==> config.mk <==
export PLATFORM = sky130hd
export DESIGN_NAME = antsup_top
export DESIGN_NICKNAME = d
export VERILOG_FILES = /design/src/inc/antsup_pkg.sv /design/src/hw/antsup_sync.sv /design/src/hw/antsup_top.sv
export SDC_FILE = /design/constraint.sdc
export NUM_CORES = 1
export LEC_CHECK = 0
export ABC_AREA = 1
export BUFFER_PORTS_ARGS = -buffer_cell sky130_fd_sc_hd__buf_2
export CORE_MARGIN = 2
export CORE_UTILIZATION = 48
export DETAILED_ROUTE_END_ITERATION = 7
export PLACE_DENSITY = 0.74
export SLEW_MARGIN = 20
export SYNTH_ARGS = -nofsm -noshare
export SYNTH_HDL_FRONTEND = slang
export SYNTH_HIERARCHICAL = 1
export SYNTH_SLANG_ARGS = --single-unit
export TNS_END_PERCENT = 5
==> constraint.sdc <==
create_clock -name clk_i -period 1.6 [get_ports clk_i]
set_clock_uncertainty 0.1 [all_clocks]
set_input_delay 0.16 -clock clk_i [delete_from_list [all_inputs] [get_ports clk_i]]
set_output_delay 0.16 -clock clk_i [all_outputs]
set_load 0.005 [all_outputs]
==> src/inc/antsup_pkg.sv <==
package antsup_pkg;
    // ------------------------------------------------------------
    // timing
    // ------------------------------------------------------------
    localparam int unsigned CLK_PERIOD_NS = 10;
    localparam int unsigned SYNC_STAGES   = 2;

    // ------------------------------------------------------------
    // status word layout
    // ------------------------------------------------------------
    localparam int unsigned STAT_W          = 6;
    localparam int unsigned STAT_GOOD_BIT   = 0;
    localparam int unsigned STAT_ABSENT_BIT = 1;
    localparam int unsigned STAT_SHORT_BIT  = 2;
    localparam int unsigned STAT_OFF_BIT    = 3;
    localparam int unsigned STAT_THREE_BIT  = 4;
    localparam int unsigned STAT_INV_BIT    = 5;
    localparam logic [5:0]  STAT_RESET      = 6'h00;

    // ------------------------------------------------------------
    // mode encoding
    // ------------------------------------------------------------
    typedef enum logic [1:0] {
        ANTSUP_TWO_PIN   = 2'h1,
        ANTSUP_THREE_PIN = 2'h2
    } antsup_mode_t;
endpackage

==> src/hw/antsup_sync.sv <==
`timescale 1ns/1ps
module antsup_sync (
    input  wire logic clk_i,
    input  wire logic rst_n_i,
    input  wire logic async_i,
    output logic      sync_o
);
    // unconnected pins read high, so reset to the pulled-up level
    logic meta;

    always_ff @(posedge clk_i) begin
        if (!rst_n_i) begin
            meta   <= 1'b1;
            sync_o <= 1'b1;
        end else begin
            meta   <= async_i;
            sync_o <= meta;
        end
    end
endmodule

==> src/hw/antsup_top.sv <==
`timescale 1ns/1ps
// Operation
// after reset run the two-pin variant unless three-pin was configured
// two-pin: good input high is healthy, low is faulty
// two-pin: supply-off output high turns supply off, low on
// cut supply on detected short or on power-save request
// three-pin variant enabled only by the dedicated configuration command
// three-pin selection is kept forever, no way back
// three-pin: presence input high means antenna present, low absent
// three-pin: short input low means shorted supply, high no short
// three-pin: supply-off output high removes supply, low otherwise
// current antenna status is reported to the monitor message on request
// unconnected inputs read high, idle and reset values follow that
// permanent irreversible inversion of the supply-off polarity
// every supervisor input passes a two-stage synchroniser before use; here only the three antenna sense inputs do, the others are used directly
module antsup_top (
    input  wire logic                        clk_i,
    input  wire logic                        rst_n_i,
    input  wire logic                        antenna_good_in_i,
    input  wire logic                        antenna_present_in_i,
    input  wire logic                        antenna_short_low_in_i,
    input  wire logic                        power_save_i,
    input  wire logic                        cfg_three_pin_i,
    input  wire logic                        cfg_invert_off_i,
    input  wire logic                        status_req_i,
    output logic                             antenna_supply_off_out_o,
    output logic [antsup_pkg::STAT_W-1:0]    hardware_monitor_message_o,
    output logic                             status_valid_o,
    output logic                             three_pin_o
);
    // ------------------------------------------------------------
    // input synchronisers
    // ------------------------------------------------------------
    logic good_s;
    logic present_s;
    logic short_n_s;

    antsup_sync u_sync_good (
        .clk_i   (clk_i),
        .rst_n_i (rst_n_i),
        .async_i (antenna_good_in_i),
        .sync_o  (good_s)
    );

    antsup_sync u_sync_present (
        .clk_i   (clk_i),
        .rst_n_i (rst_n_i),
        .async_i (antenna_present_in_i),
        .sync_o  (present_s)
    );

    antsup_sync u_sync_short (
        .clk_i   (clk_i),
        .rst_n_i (rst_n_i),
        .async_i (antenna_short_low_in_i),
        .sync_o  (short_n_s)
    );

    // ------------------------------------------------------------
    // sticky configuration
    // ------------------------------------------------------------
    // the configuration commands come from same-clock firmware logic;
    // the sticky bits model the one-time-programmable setting, so only a
    // reset of the whole part (fresh programming) can clear them here
    antsup_pkg::antsup_mode_t mode;
    logic                     invert_off;

    always_ff @(posedge clk_i) begin
        if (!rst_n_i) begin
            mode <= antsup_pkg::ANTSUP_TWO_PIN;
        end else begin
            case (mode)
                antsup_pkg::ANTSUP_TWO_PIN: begin
                    if (cfg_three_pin_i) begin
                        mode <= antsup_pkg::ANTSUP_THREE_PIN;
                    end
                end
                antsup_pkg::ANTSUP_THREE_PIN: begin
                    mode <= antsup_pkg::ANTSUP_THREE_PIN;
                end
                default: begin
                    mode <= antsup_pkg::ANTSUP_TWO_PIN;
                end
            endcase
        end
    end

    always_ff @(posedge clk_i) begin
        if (!rst_n_i) begin
            invert_off <= 1'b0;
        end else if (cfg_invert_off_i) begin
            invert_off <= 1'b1;
        end
    end

    // ------------------------------------------------------------
    // antenna status decode
    // ------------------------------------------------------------
    logic three;
    logic ant_good;
    logic ant_absent;
    logic ant_short;
    logic next_off;

    assign three = (mode == antsup_pkg::ANTSUP_THREE_PIN);

    always_comb begin
        if (three) begin
            ant_absent = ~present_s;
            ant_short  = ~short_n_s;
            ant_good   = present_s & short_n_s;
        end else begin
            // two-pin cannot tell a short from an open, so a fault is
            // treated as a short to stay on the safe side
            ant_absent = 1'b0;
            ant_short  = ~good_s;
            ant_good   = good_s;
        end
        next_off = ant_short | power_save_i;
    end

    // ------------------------------------------------------------
    // supply-off output
    // ------------------------------------------------------------
    logic supply_off;

    always_ff @(posedge clk_i) begin
        if (!rst_n_i) begin
            supply_off               <= 1'b0;
            antenna_supply_off_out_o <= 1'b0;
        end else begin
            supply_off               <= next_off;
            // high removes supply in both variants unless inverted
            antenna_supply_off_out_o <= next_off ^ invert_off;
        end
    end

    // ------------------------------------------------------------
    // status report
    // ------------------------------------------------------------
    logic [antsup_pkg::STAT_W-1:0] next_stat;

    always_comb begin
        next_stat = antsup_pkg::STAT_RESET;
        next_stat[antsup_pkg::STAT_GOOD_BIT]   = ant_good;
        next_stat[antsup_pkg::STAT_ABSENT_BIT] = ant_absent;
        next_stat[antsup_pkg::STAT_SHORT_BIT]  = ant_short;
        next_stat[antsup_pkg::STAT_OFF_BIT]    = supply_off;
        next_stat[antsup_pkg::STAT_THREE_BIT]  = three;
        next_stat[antsup_pkg::STAT_INV_BIT]    = invert_off;
    end

    always_ff @(posedge clk_i) begin
        if (!rst_n_i) begin
            hardware_monitor_message_o <= antsup_pkg::STAT_RESET;
            status_valid_o             <= 1'b0;
        end else begin
            status_valid_o <= status_req_i;
            if (status_req_i) begin
                hardware_monitor_message_o <= next_stat;
            end
        end
    end

    always_ff @(posedge clk_i) begin
        if (!rst_n_i) begin
            three_pin_o <= 1'b0;
        end else begin
            three_pin_o <= three;
        end
    end

    // ------------------------------------------------------------
    // checks
    // ------------------------------------------------------------
    property p_reset_two_pin;
        @(posedge clk_i) $rose(rst_n_i) |-> !three_pin_o;
    endproperty
    a_reset_two_pin: assert property (p_reset_two_pin) else $error("not two-pin after reset");

    property p_two_pin_good;
        @(posedge clk_i) disable iff (!rst_n_i)
            (!three && !power_save_i && !invert_off && good_s) |=> !antenna_supply_off_out_o;
    endproperty
    a_two_pin_good: assert property (p_two_pin_good) else $error("supply cut with good antenna");

    property p_two_pin_fault;
        @(posedge clk_i) disable iff (!rst_n_i)
            (!three && !invert_off && !good_s) |=> antenna_supply_off_out_o;
    endproperty
    a_two_pin_fault: assert property (p_two_pin_fault) else $error("supply left on with fault");

    property p_power_save_off;
        @(posedge clk_i) disable iff (!rst_n_i)
            (power_save_i && !invert_off) |=> antenna_supply_off_out_o;
    endproperty
    a_power_save_off: assert property (p_power_save_off) else $error("supply on in power save");

    property p_three_only_cmd;
        @(posedge clk_i) disable iff (!rst_n_i)
            (!three && !cfg_three_pin_i) |=> !three;
    endproperty
    a_three_only_cmd: assert property (p_three_only_cmd) else $error("three-pin without command");

    property p_three_sticky;
        @(posedge clk_i) disable iff (!rst_n_i) three |=> three;
    endproperty
    a_three_sticky: assert property (p_three_sticky) else $error("three-pin selection lost");

    property p_three_short;
        @(posedge clk_i) disable iff (!rst_n_i)
            (three && !invert_off && !short_n_s) |=> antenna_supply_off_out_o;
    endproperty
    a_three_short: assert property (p_three_short) else $error("short did not cut supply");

    property p_three_on;
        @(posedge clk_i) disable iff (!rst_n_i)
            (three && !invert_off && short_n_s && !power_save_i) |=> !antenna_supply_off_out_o;
    endproperty
    a_three_on: assert property (p_three_on) else $error("supply cut without cause");

    property p_absent_report;
        @(posedge clk_i) disable iff (!rst_n_i)
            (status_req_i && three && !present_s) |=>
                (status_valid_o && hardware_monitor_message_o[antsup_pkg::STAT_ABSENT_BIT]);
    endproperty
    a_absent_report: assert property (p_absent_report) else $error("absent antenna not reported");

    property p_invert;
        @(posedge clk_i) disable iff (!rst_n_i)
            invert_off |=> (antenna_supply_off_out_o == !supply_off);
    endproperty
    a_invert: assert property (p_invert) else $error("inverted polarity wrong");

    property p_sync_delay;
        @(posedge clk_i) disable iff (!rst_n_i)
            $fell(antenna_good_in_i) ##1 !antenna_good_in_i ##1 !antenna_good_in_i |-> !good_s;
    endproperty
    a_sync_delay: assert property (p_sync_delay) else $error("synchroniser latency wrong");

    property p_reset_outputs;
        @(posedge clk_i)
            !rst_n_i |=> (!antenna_supply_off_out_o && !status_valid_o && !three_pin_o
                && hardware_monitor_message_o == antsup_pkg::STAT_RESET);
    endproperty
    a_reset_outputs: assert property (p_reset_outputs) else $error("outputs not cleared by reset");

    property p_valid_on;
        @(posedge clk_i) disable iff (!rst_n_i)
            status_req_i |=> status_valid_o;
    endproperty
    a_valid_on: assert property (p_valid_on) else $error("status request not answered");

    property p_valid_off;
        @(posedge clk_i) disable iff (!rst_n_i)
            !status_req_i |=> !status_valid_o;
    endproperty
    a_valid_off: assert property (p_valid_off) else $error("status valid without request");

    property p_word_holds;
        @(posedge clk_i) disable iff (!rst_n_i)
            !status_req_i |=> $stable(hardware_monitor_message_o);
    endproperty
    a_word_holds: assert property (p_word_holds) else $error("status word changed without request");

    property p_absent_two_pin;
        @(posedge clk_i) disable iff (!rst_n_i)
            (status_req_i && !three) |=> !hardware_monitor_message_o[antsup_pkg::STAT_ABSENT_BIT];
    endproperty
    a_absent_two_pin: assert property (p_absent_two_pin) else $error("absent reported in two-pin");

    property p_fault_report;
        @(posedge clk_i) disable iff (!rst_n_i)
            (status_req_i && !three && !good_s) |=> (hardware_monitor_message_o[antsup_pkg::STAT_SHORT_BIT]
                && !hardware_monitor_message_o[antsup_pkg::STAT_GOOD_BIT]);
    endproperty
    a_fault_report: assert property (p_fault_report) else $error("two-pin fault not reported");

    property p_short_report;
        @(posedge clk_i) disable iff (!rst_n_i)
            (status_req_i && three && !short_n_s) |=> hardware_monitor_message_o[antsup_pkg::STAT_SHORT_BIT];
    endproperty
    a_short_report: assert property (p_short_report) else $error("short not reported");

    property p_good_report;
        @(posedge clk_i) disable iff (!rst_n_i)
            (status_req_i && three && present_s && short_n_s) |=> hardware_monitor_message_o[antsup_pkg::STAT_GOOD_BIT];
    endproperty
    a_good_report: assert property (p_good_report) else $error("good antenna not reported");

    property p_off_report;
        @(posedge clk_i) disable iff (!rst_n_i)
            (status_req_i && supply_off) |=> hardware_monitor_message_o[antsup_pkg::STAT_OFF_BIT];
    endproperty
    a_off_report: assert property (p_off_report) else $error("supply off not reported");

    property p_invert_sticky;
        @(posedge clk_i) disable iff (!rst_n_i)
            invert_off |=> invert_off;
    endproperty
    a_invert_sticky: assert property (p_invert_sticky) else $error("polarity inversion lost");

    property p_invert_only_cmd;
        @(posedge clk_i) disable iff (!rst_n_i)
            (!invert_off && !cfg_invert_off_i) |=> !invert_off;
    endproperty
    a_invert_only_cmd: assert property (p_invert_only_cmd) else $error("inversion without command");

    property p_three_pin_flag;
        @(posedge clk_i) disable iff (!rst_n_i)
            three |=> three_pin_o;
    endproperty
    a_three_pin_flag: assert property (p_three_pin_flag) else $error("three-pin flag not shown");

    property p_invert_power_save;
        @(posedge clk_i) disable iff (!rst_n_i)
            (power_save_i && invert_off) |=> !antenna_supply_off_out_o;
    endproperty
    a_invert_power_save: assert property (p_invert_power_save) else $error("inverted cut level wrong");

    property p_sync_rise;
        @(posedge clk_i) disable iff (!rst_n_i)
            $rose(antenna_short_low_in_i) ##1 antenna_short_low_in_i ##1 antenna_short_low_in_i |-> short_n_s;
    endproperty
    a_sync_rise: assert property (p_sync_rise) else $error("short release latency wrong");
endmodule

==> flow_summary.toml, run 1 <==
[grt]
use_met1 = 0.180
use_met3 = 0.0391
grt_first_pass_wirelength_um = 1950
grt_usage = 0.148
grt_pass1_vias = 478
grt_overflow = 0
grtUsageMet2 = 0.238
antenna_found_initial = 0
grt_max_degree = 15
top_usage_layer = "met2"

[critical_path]
r2r_start = "mode[0]"
rrSetupSlack_ns = 0.35
critPathKind = "reg -> reg"
reg2reg_to = "antenna_supply_off_out_o"
worst-path-max-fanout = 5
end_kind = "flop"
arrival_ns = 1.35
cp.required_ns = 1.71
r2r_cells = 6
cp-start-kind = "flop"

[clocking]
htree_levels = 1
cts_tree = "built"
clk_path_buf_depth = 2
cts_buffers = 3
cts_resized = 0
cts_sinks = 19
worstSkewPairLatency_ns = 0.30
clk_pin_slew_ns = 0.11
cts_root_buffer = "clkbuf_4"

[yosys]
yosys_register_bits = 19
synth-seq-area-share = 0.566
avgSynthCellArea_um2 = 8.19
synth_area_leaders = "dfxtp_1, nand2_1, inv_1, a21oi_1, nor2_1"
synth_top_area_frac = 0.566
synth.yosys.warnings = 6
yosys.area.top_type = "dfxtp_1"
syn_nets = 93
netlist_area_um2 = 672
syn_inst = 82
synth_cell_types = 13

[timing]
min_period_ns = 1.25
hold_viol = 0
worstMarginPinSlew_ns = 0.224
rsz0062_at_grt = "false"
drv_slew = 0
max_freq_mhz = 801
setup_tns_ns = 0
finalCritPeriodShare = 0.780
relSlewSlack = 0.851
setup_viol = 0

[layout]
drive_above_1_share = 0.236
num-fill-cells = 135
nets = 118
syn2layout_area_growth_pct = 23.8
multiInputGateArea_um2 = 213
regArea_um2 = 380
final_area_um2 = 832
final_cell_mix = "nand2_1, dfxtp_1, inv_1, buf_2"
antenna-diode-count = 0

[route]
drtIter0Drc = 2
via_per_inst = 4.49
wirelength_um = 1140
ant_nets = 0
wl_per_cell_um = 9.44
drt_first_pass_iters = 4
vias = 543
drc = 0

[run_status]
outcome = "finished clean"

[pwr]
powerDensity_mw_per_mm2 = 1190
leakagePower_nw = 0.462
ir_worst_vdd_mv = 0.551
power_mw = 0.991

[die]
dieArea_mm2 = 0.00172
die_y_um = 41.4
io_pins = 18
start_util = 0.516
core_mm2 = 0.00130
die_w_um = 41.4
fp-row-count = 13

[placed_design]
placed_area_um2 = 764
gp_congestion = 0.739
hpwl_um = 768
port_buffers = 17

[min_path]
min_from = "cfg_three_pin_i"
holdPathEnd = "mode[1]"
whs_path_depth = 4
hp-class = "in -> reg"

[run]
max-cap-violations = 0
sequential cells by signal (all words and copies together), names as in the netlist:
signal	count
u_sync_present/meta	1
invert_off	1
three_pin_o	1
hardware_monitor_message_o	6
u_sync_good/sync_o	1
u_sync_short/meta	1
mode	2
u_sync_short/sync_o	1
u_sync_present/sync_o	1
supply_off	1
u_sync_good/meta	1
antenna_supply_off_out_o	1
status_valid_o	1
kinds of logic (layout without fill, tap and decap cells):
logic type,count (synthesis),in the layout,synth area share
AOI/OAI and AO/OA,12,12,0.0931
buffers and inverters,19,43,0.117
DFF,19,19,0.566
adders and majority gates,2,2,0.0372
and+or+nand+nor,30,30,0.186
final cells by class:
type | count | area share
Multi-Input combinational cell | 44 | 0.256
Sequential cell | 19 | 0.457
Inverter | 18 | 0.0812
Clock buffer | 3 | 0.0271
Tap cell | 15 | 0.0226
Clock inverter | 1 | 0.00602
Timing Repair Buffer | 21 | 0.150
power breakdown:
| group | internal [mW] | switching [mW] | total, mW |
|---|---|---|---|
| Combinational | 0.0844 | 0.114 | 0.199 |
| Sequential | 0.525 | 0.0251 | 0.550 |
| Clock | 0.0932 | 0.149 | 0.242 |
critical path, cell delays in order (launching register included):
cell	delay, ns
dfxtp_1	0.37
inv_1	0.06
ha_1	0.25
nand2_1	0.11
nand2_2	0.08
a21oi_1	0.13
nor2_1	0.06
metal layers:
layer | vias to the layer above | part of all wire
met4 | 0 | 0.024
met5 | - | 0
met3 | 4 | 0.054
met2 | 16 | 0.46
met1 | 232 | 0.46
li1 | 291 | -
worst max-delay path by stage:
stage / slack, ns / depth (start not counted) / start / endpoint
final: 0.35 / 6 / mode[0] / antenna_supply_off_out_o
after global routing: 0.25 / 7 / mode[1] / mode[0]
after CTS: 0.37 / 6 / mode[0] / antenna_supply_off_out_o
after detailed placement: 0.39 / 6 / mode[0] / antenna_supply_off_out_o
after global placement: 0.43 / 6 / mode[0] / antenna_supply_off_out_o
after floorplan: 0.47 / 6 / mode[0] / antenna_supply_off_out_o
timing repair:
action | in CTS | in global routing
setup buffers | 0 | 0
hold buffers | 4 | 0
hold endpoints to repair | 4 | 0
endpoints found under the setup margin | 0 | 0
cells in the mapped netlist:
cell type and instances:
dfxtp_1 19, nand2_1 19, inv_1 17, a21oi_1 7, nor2_1 7, o21ai_0 4
ha_1 2, nand2_2 2, buf_6 1, inv_2 1, nand3_1 1, nand3_2 1
o21a_1 1
metrics by stage:
stage / worst slack (ns) / util / cells / hold WS, ns
after detailed placement: 0.386 / 0.588 / 113 / 0.235
after floorplan: 0.470 / - / 82 / 0.129
final: 0.351 / 0.639 / 121 / 0.0190
after CTS: 0.371 / 0.639 / 121 / 0.0260
after global routing: 0.249 / 0.639 / 121 / 0.0506
after global placement: 0.427 / 0.588 / 113 / 0.229
(Power assumes the default switching activity.)
==> run 2, diff against run 1 <==
- ABC_AREA: 1 -> 0
- CORE_UTILIZATION: 48 -> 47
- PLACE_DENSITY: 0.74 -> 0.73
- clock period: 1.6 -> 1.15 ns (I/O delays scaled with it)
==> run 2 against run 1 <==
Compared with the run above: the flow now finishes with violations (setup timing); design area grew 8.0%; sequential power up 40%; maximum frequency is 7.0% lower; sequential share of layout area is 3.2 points lower; die area shrank 1.5%.
==> flow_summary.toml, run 2 <==
[run_status]
outcome = "finished, violations left"
violations = "setup timing"

[die]
die_y_um = 41.1
fp-row-count = 13
die_w_um = 41.1
start_util = 0.497
core_mm2 = 0.00130
io_pins = 18
dieArea_mm2 = 0.00169

[critical_path]
end_kind = "flop"
r2r_start = "mode[0]"
crit_chain = "inv_2 -> ha_4 -> mux2i_2 -> or3_1 -> and3_1"
critPathBufInv = 1
cp-start-kind = "flop"
cp.required_ns = 1.25
slowest_stage = "dfxtp_2"
reg2reg_to = "antenna_supply_off_out_o"
worst-path-max-fanout = 4
critPathTopFamily = "simple AND/OR/NAND/NOR gates"
cp_slowest_stage_delay_ns = 0.35
critPathKind = "reg -> reg"
arrival_ns = 1.44
r2r_cells = 5
rrSetupSlack_ns = -0.19

[placed_design]
gp_congestion = 0.702
port_buffers = 17
hpwl_um = 794

[yosys]
ys_async_sr_fraction = 0
yosys.area.top_type = "dfxtp_1"
syn_inst = 59
synth_top_area_frac = 0.588
ys.flop_type = "dfxtp_1"
avgSynthCellArea_um2 = 11.0
synth_most_common_cell = "dfxtp_1"
netlist_area_um2 = 647
yosys_register_bits = 19
synth-seq-area-share = 0.588
synth_area_leaders = "dfxtp_1, nand2b_1, mux2i_1, ha_1, o21a_1"
ys_top_cells_by_count = "dfxtp_1, nand2b_1, mux2i_1"
synth_edf_count = 0
synth_cell_types = 19
synth.yosys.warnings = 6
syn_nets = 70

[clocking]
clk_path_buf_depth = 2
clk_pin_slew_ns = 0.11
cts_sinks = 19
htree_levels = 1
cts_root_buffer = "clkbuf_4"
worstSkewPairLatency_ns = 0.29
cts_buffers = 3
cts_tree = "built"

[route]
drt_first_pass_iters = 3
drc = 0
vias = 491
wirelength_um = 1160
drtIter0Drc = 2
wl_per_cell_um = 11.0
ant_nets = 0
via_per_inst = 4.68

[timing]
relSlewSlack = 0.860
setup_viol = 5
setup_tns_ns = -0.383
worstMarginPinSlew_ns = 0.206
rsz0062_at_grt = "true"
min_period_ns = 1.34
finalCritPeriodShare = 1.17
hold_viol = 0
max_freq_mhz = 745
finalWorstSetupSlack_ns = -0.192
whs_ns = 0.0578
drv_slew = 0

[min_path]
hp-class = "in -> reg"
whs_path_depth = 3
min_from = "power_save_i"
holdPathEnd = "antenna_supply_off_out_o"

[grt]
grt_max_degree = 12
antenna_found_initial = 0
grt_first_pass_wirelength_um = 1740
grt_pass1_vias = 423
grt_overflow = 0
grt_usage = 0.161

[layout]
largest_register_ffs = 6
syn2layout_area_growth_pct = 38.9
num-fill-cells = 107
top_register = "hardware_monitor_message_o"
final_cell_mix = "dfxtp_1, buf_2, nand2b_1, dlygate4sd3_1, buf_4"
reg_top3 = "hardware_monitor_message_o x6, mode x2"
drive_above_1_share = 0.378
antenna-diode-count = 0
mostFrequentLayoutCell = "dfxtp_1"
nets = 102

[pwr]
switching_share = 0.267
leakagePower_nw = 0.413
ir_worst_vdd_mv = 1.11
share_comb_of_total_power = 0.249
seqPwrFrac = 0.524
powerDensity_mw_per_mm2 = 1630
switchingPower_mw = 0.392
power_mw = 1.47
power_frac_clock = 0.227
power.internal_mw = 1.08

[run]
max-cap-violations = 0
==> run 2: cell count changes in the layout (fill, tap and decap cells not counted), moves of 2 or more <==
cell	before	now
nand2b_1	0	9
nor2_1	7	0
nor2b_1	0	3
o21a_1	1	3
dlygate4sd3_1	4	6
and2_1	0	2
nand2_1	19	0
buf_4	0	6
inv_1	17	2
a21oi_1	7	0
mux2i_1	0	3
==> run 2: cell families after synthesis <==
| family | after synthesis | synth area share |
|---|---|---|
| buffers and inverters | 5 | 0.0309 |
| and+or+nand+nor | 19 | 0.180 |
| DFF | 19 | 0.588 |
| muxes | 4 | 0.0619 |
| adders and majority gates | 2 | 0.0387 |
| AOI/OAI and AO/OA | 10 | 0.101 |
==> run 2: worst min-delay path: stages <==
cell and delay [ns]:
buf_2 0.09, or3_1 0.09, and3_1 0.13
==> run 2: worst max path at each step <==
| stage | start | to | cells past startpoint |
|---|---|---|---|
| 6_report | mode[0] | antenna_supply_off_out_o | 5 |
| 5_1_grt | mode[0] | antenna_supply_off_out_o | 5 |
| 4_1_cts | mode[0] | antenna_supply_off_out_o | 5 |
| 3_5_place_dp | mode[0] | antenna_supply_off_out_o | 5 |
| 3_3_place_gp | mode[0] | antenna_supply_off_out_o | 5 |
| 2_1_floorplan | mode[0] | antenna_supply_off_out_o | 5 |
==> run 2: final cells by class <==
| cell class | count | area [um2] | area share |
|---|---|---|---|
| flip-flops and latches | 19 | 382 | 0.425 |
| multi-input cells | 35 | 269 | 0.299 |
| repair buffers | 29 | 190 | 0.212 |
| clock buffers | 3 | 22.5 | 0.0251 |
| well taps | 15 | 18.8 | 0.0209 |
| inverters | 3 | 11.3 | 0.0125 |
| clock inverters | 1 | 5.00 | 0.00557 |
==> run 2: power groups by stage <==
stage               clock [mW]  combinational (mW)  sequential, mW
CTS                      0.343               0.341           0.769
global placement             0               0.288           0.781
detailed placement           0               0.296           0.786
global route             0.361               0.408           0.780
floorplan                    0               0.163           0.787
finish                   0.333               0.365           0.770
==> run 2: through the flow <==
| step | instances | setup WS, ns | util | area (um2) |
|---|---|---|---|---|
| global route | 105 | -0.245 | 0.690 | 898 |
| CTS | 105 | -0.195 | 0.688 | 895 |
| detailed placement | 94 | -0.218 | 0.613 | 797 |
| global placement | 94 | -0.200 | 0.613 | 797 |
| floorplan | 59 | -0.192 | - | 664 |
| finish | 105 | -0.192 | 0.690 | 898 |
==> run 2: layer usage <==
| metal | vias up | track usage | part of all wire |
|---|---|---|---|
| met5 | - | 0 | 0 |
| met4 | 0 | 0.0968 | 0.015 |
| met3 | 2 | 0.0326 | 0.041 |
| met2 | 11 | 0.254 | 0.48 |
| met1 | 220 | 0.199 | 0.46 |
| li1 | 258 | - | - |
==> run 2: timing repair <==
item,CTS,global route
setup buffers,1,0
resized for setup,2,1
hold endpoints to repair,7,0
hold buffers,6,0
pin swaps,2,0
setup endpoints to repair,5,7
==> run 3, diff against run 2 <==
- GPL_TIMING_DRIVEN: not set -> 0
==> run 3 against run 2 <==
Compared with the run above: the run still ends with setup timing left; wire length decreased by 6.8%; die area unchanged; highest routed layer unchanged; first-iteration DRC count increased by 50%; non-clock buffer count unchanged.
==> flow_summary.toml, run 3 (synthesis gave the netlist of run 2 again) <==
[layout]
drive_above_1_share = 0.356
syn2layout_area_growth_pct = 40.0
antenna-diode-count = 0
final_cell_mix = "dfxtp_1, buf_2, nand2b_1, dlygate4sd3_1, buf_4"
nets = 102
final_area_um2 = 906
largest_register_ffs = 6
reg_top3 = "hardware_monitor_message_o x6, mode x2"
mostFrequentLayoutCell = "dfxtp_1"
top_register = "hardware_monitor_message_o"

[pwr]
powerDensity_mw_per_mm2 = 1600
switchingPower_mw = 0.375
seqPwrFrac = 0.534
switching_share = 0.259
leakagePower_nw = 0.410
share_comb_of_total_power = 0.246
power_frac_clock = 0.220
ir_worst_vdd_mv = 1.15
power.internal_mw = 1.07

[route]
wirelength_um = 1080
drtIter0Drc = 3
ant_nets = 0
wl_per_cell_um = 10.3
vias = 475
via_per_inst = 4.52
drc = 0
drt_first_pass_iters = 2

[die]
die_y_um = 41.1
fp-row-count = 13
dieArea_mm2 = 0.00169
start_util = 0.497
io_pins = 18
core_mm2 = 0.00130
die_w_um = 41.1

[grt]
antenna_found_initial = 0
grt_max_degree = 12
grt_usage = 0.146
grt_first_pass_wirelength_um = 1590
grt_pass1_vias = 378
grt_overflow = 0

[critical_path]
cp.required_ns = 1.24
critPathKind = "reg -> reg"
arrival_ns = 1.47
worst-path-max-fanout = 3
end_kind = "flop"
cp-start-kind = "flop"

[timing]
finalCritPeriodShare = 1.20
max_freq_mhz = 724
hold_viol = 0
drv_slew = 0
setup_viol = 4
relSlewSlack = 0.780
finalWorstSetupSlack_ns = -0.232
min_period_ns = 1.38
rsz0062_at_grt = "true"
worstMarginPinSlew_ns = 0.330
setup_tns_ns = -0.415

[clocking]
cts_root_buffer = "clkbuf_4"
clk_path_buf_depth = 2
worstSkewPairLatency_ns = 0.28
clk_pin_slew_ns = 0.11
htree_levels = 1
cts_tree = "built"
cts_buffers = 3
cts_sinks = 19

[min_path]
hp-class = "in -> reg"

[run_status]
violations = "setup timing"
outcome = "finished, violations left"

[placed_design]
gp_congestion = 0.634
placed_area_um2 = 763
port_buffers = 16

[run]
max-cap-violations = 0
run 3: layout make-up:
class,instances,area (um2)
Sequential cell,19,382
Tap cell,15,18.8
Buffer,2,8.76
Fill cell,112,395
Timing Repair Buffer,27,180
Inverter,3,11.3
Clock inverter,1,5.00
Clock buffer,3,22.5
Multi-Input combinational cell,35,278
run 3: final timing paths:
check / startpoint / slack, ns / cells past startpoint / end
setup / recovery: mode[0] / -0.23 / 5 / antenna_supply_off_out_o
hold / removal: cfg_three_pin_i / 0.06 / 3 / mode[0]
setup reg to reg: mode[0] / -0.23 / 5 / antenna_supply_off_out_o
hold reg to reg: u_sync_present/meta / 0.32 / 1 / u_sync_present/sync_o
run 3: critical path: stages, from the launching register on:
cell,delay (ns)
dfxtp_2,0.35
inv_2,0.05
ha_4,0.16
mux2i_4,0.18
or3_1,0.29
and3_1,0.16
run 3: power by group through the flow:
stage                     clock, mW  sequential (mW)  combinational (mW)
after detailed placement          0            0.789               0.232
after floorplan                   0            0.787               0.163
after global routing          0.355            0.784               0.398
after global placement            0            0.786               0.222
final                         0.318            0.773               0.357
after CTS                     0.332            0.773               0.324
run 3: routing by layer:
metal / track usage / vias up / wire length [um]
li1: - / 256 / -
met4: 0.0484 / 0 / 13
met5: 0 / - / 0
met3: 0.0326 / 2 / 55
met1: 0.181 / 206 / 496
met2: 0.246 / 11 / 515
run 3: what timing repair did:
action | in CTS | in global routing
setup endpoints to repair | 4 | 7
hold endpoints to repair | 8 | 0
buffers inserted | 4 | 0
resized for setup | 3 | 2
cloned | 0 | 0
hold buffers | 7 | 0
pin swaps | 1 | 1
run 3: through the flow:
stage	instances	hold slack, ns	setup slack (ns)	power [mW]	utilization
2_1_floorplan	59	0.0880	-0.192	0.951	-
4_1_cts	105	0.0407	-0.230	1.43	0.693
3_5_place_dp	90	0.199	-0.236	1.02	0.587
6_report	105	0.0617	-0.232	1.45	0.696
5_1_grt	105	0.0588	-0.312	1.54	0.696
3_3_place_gp	90	0.195	-0.222	1.01	0.587
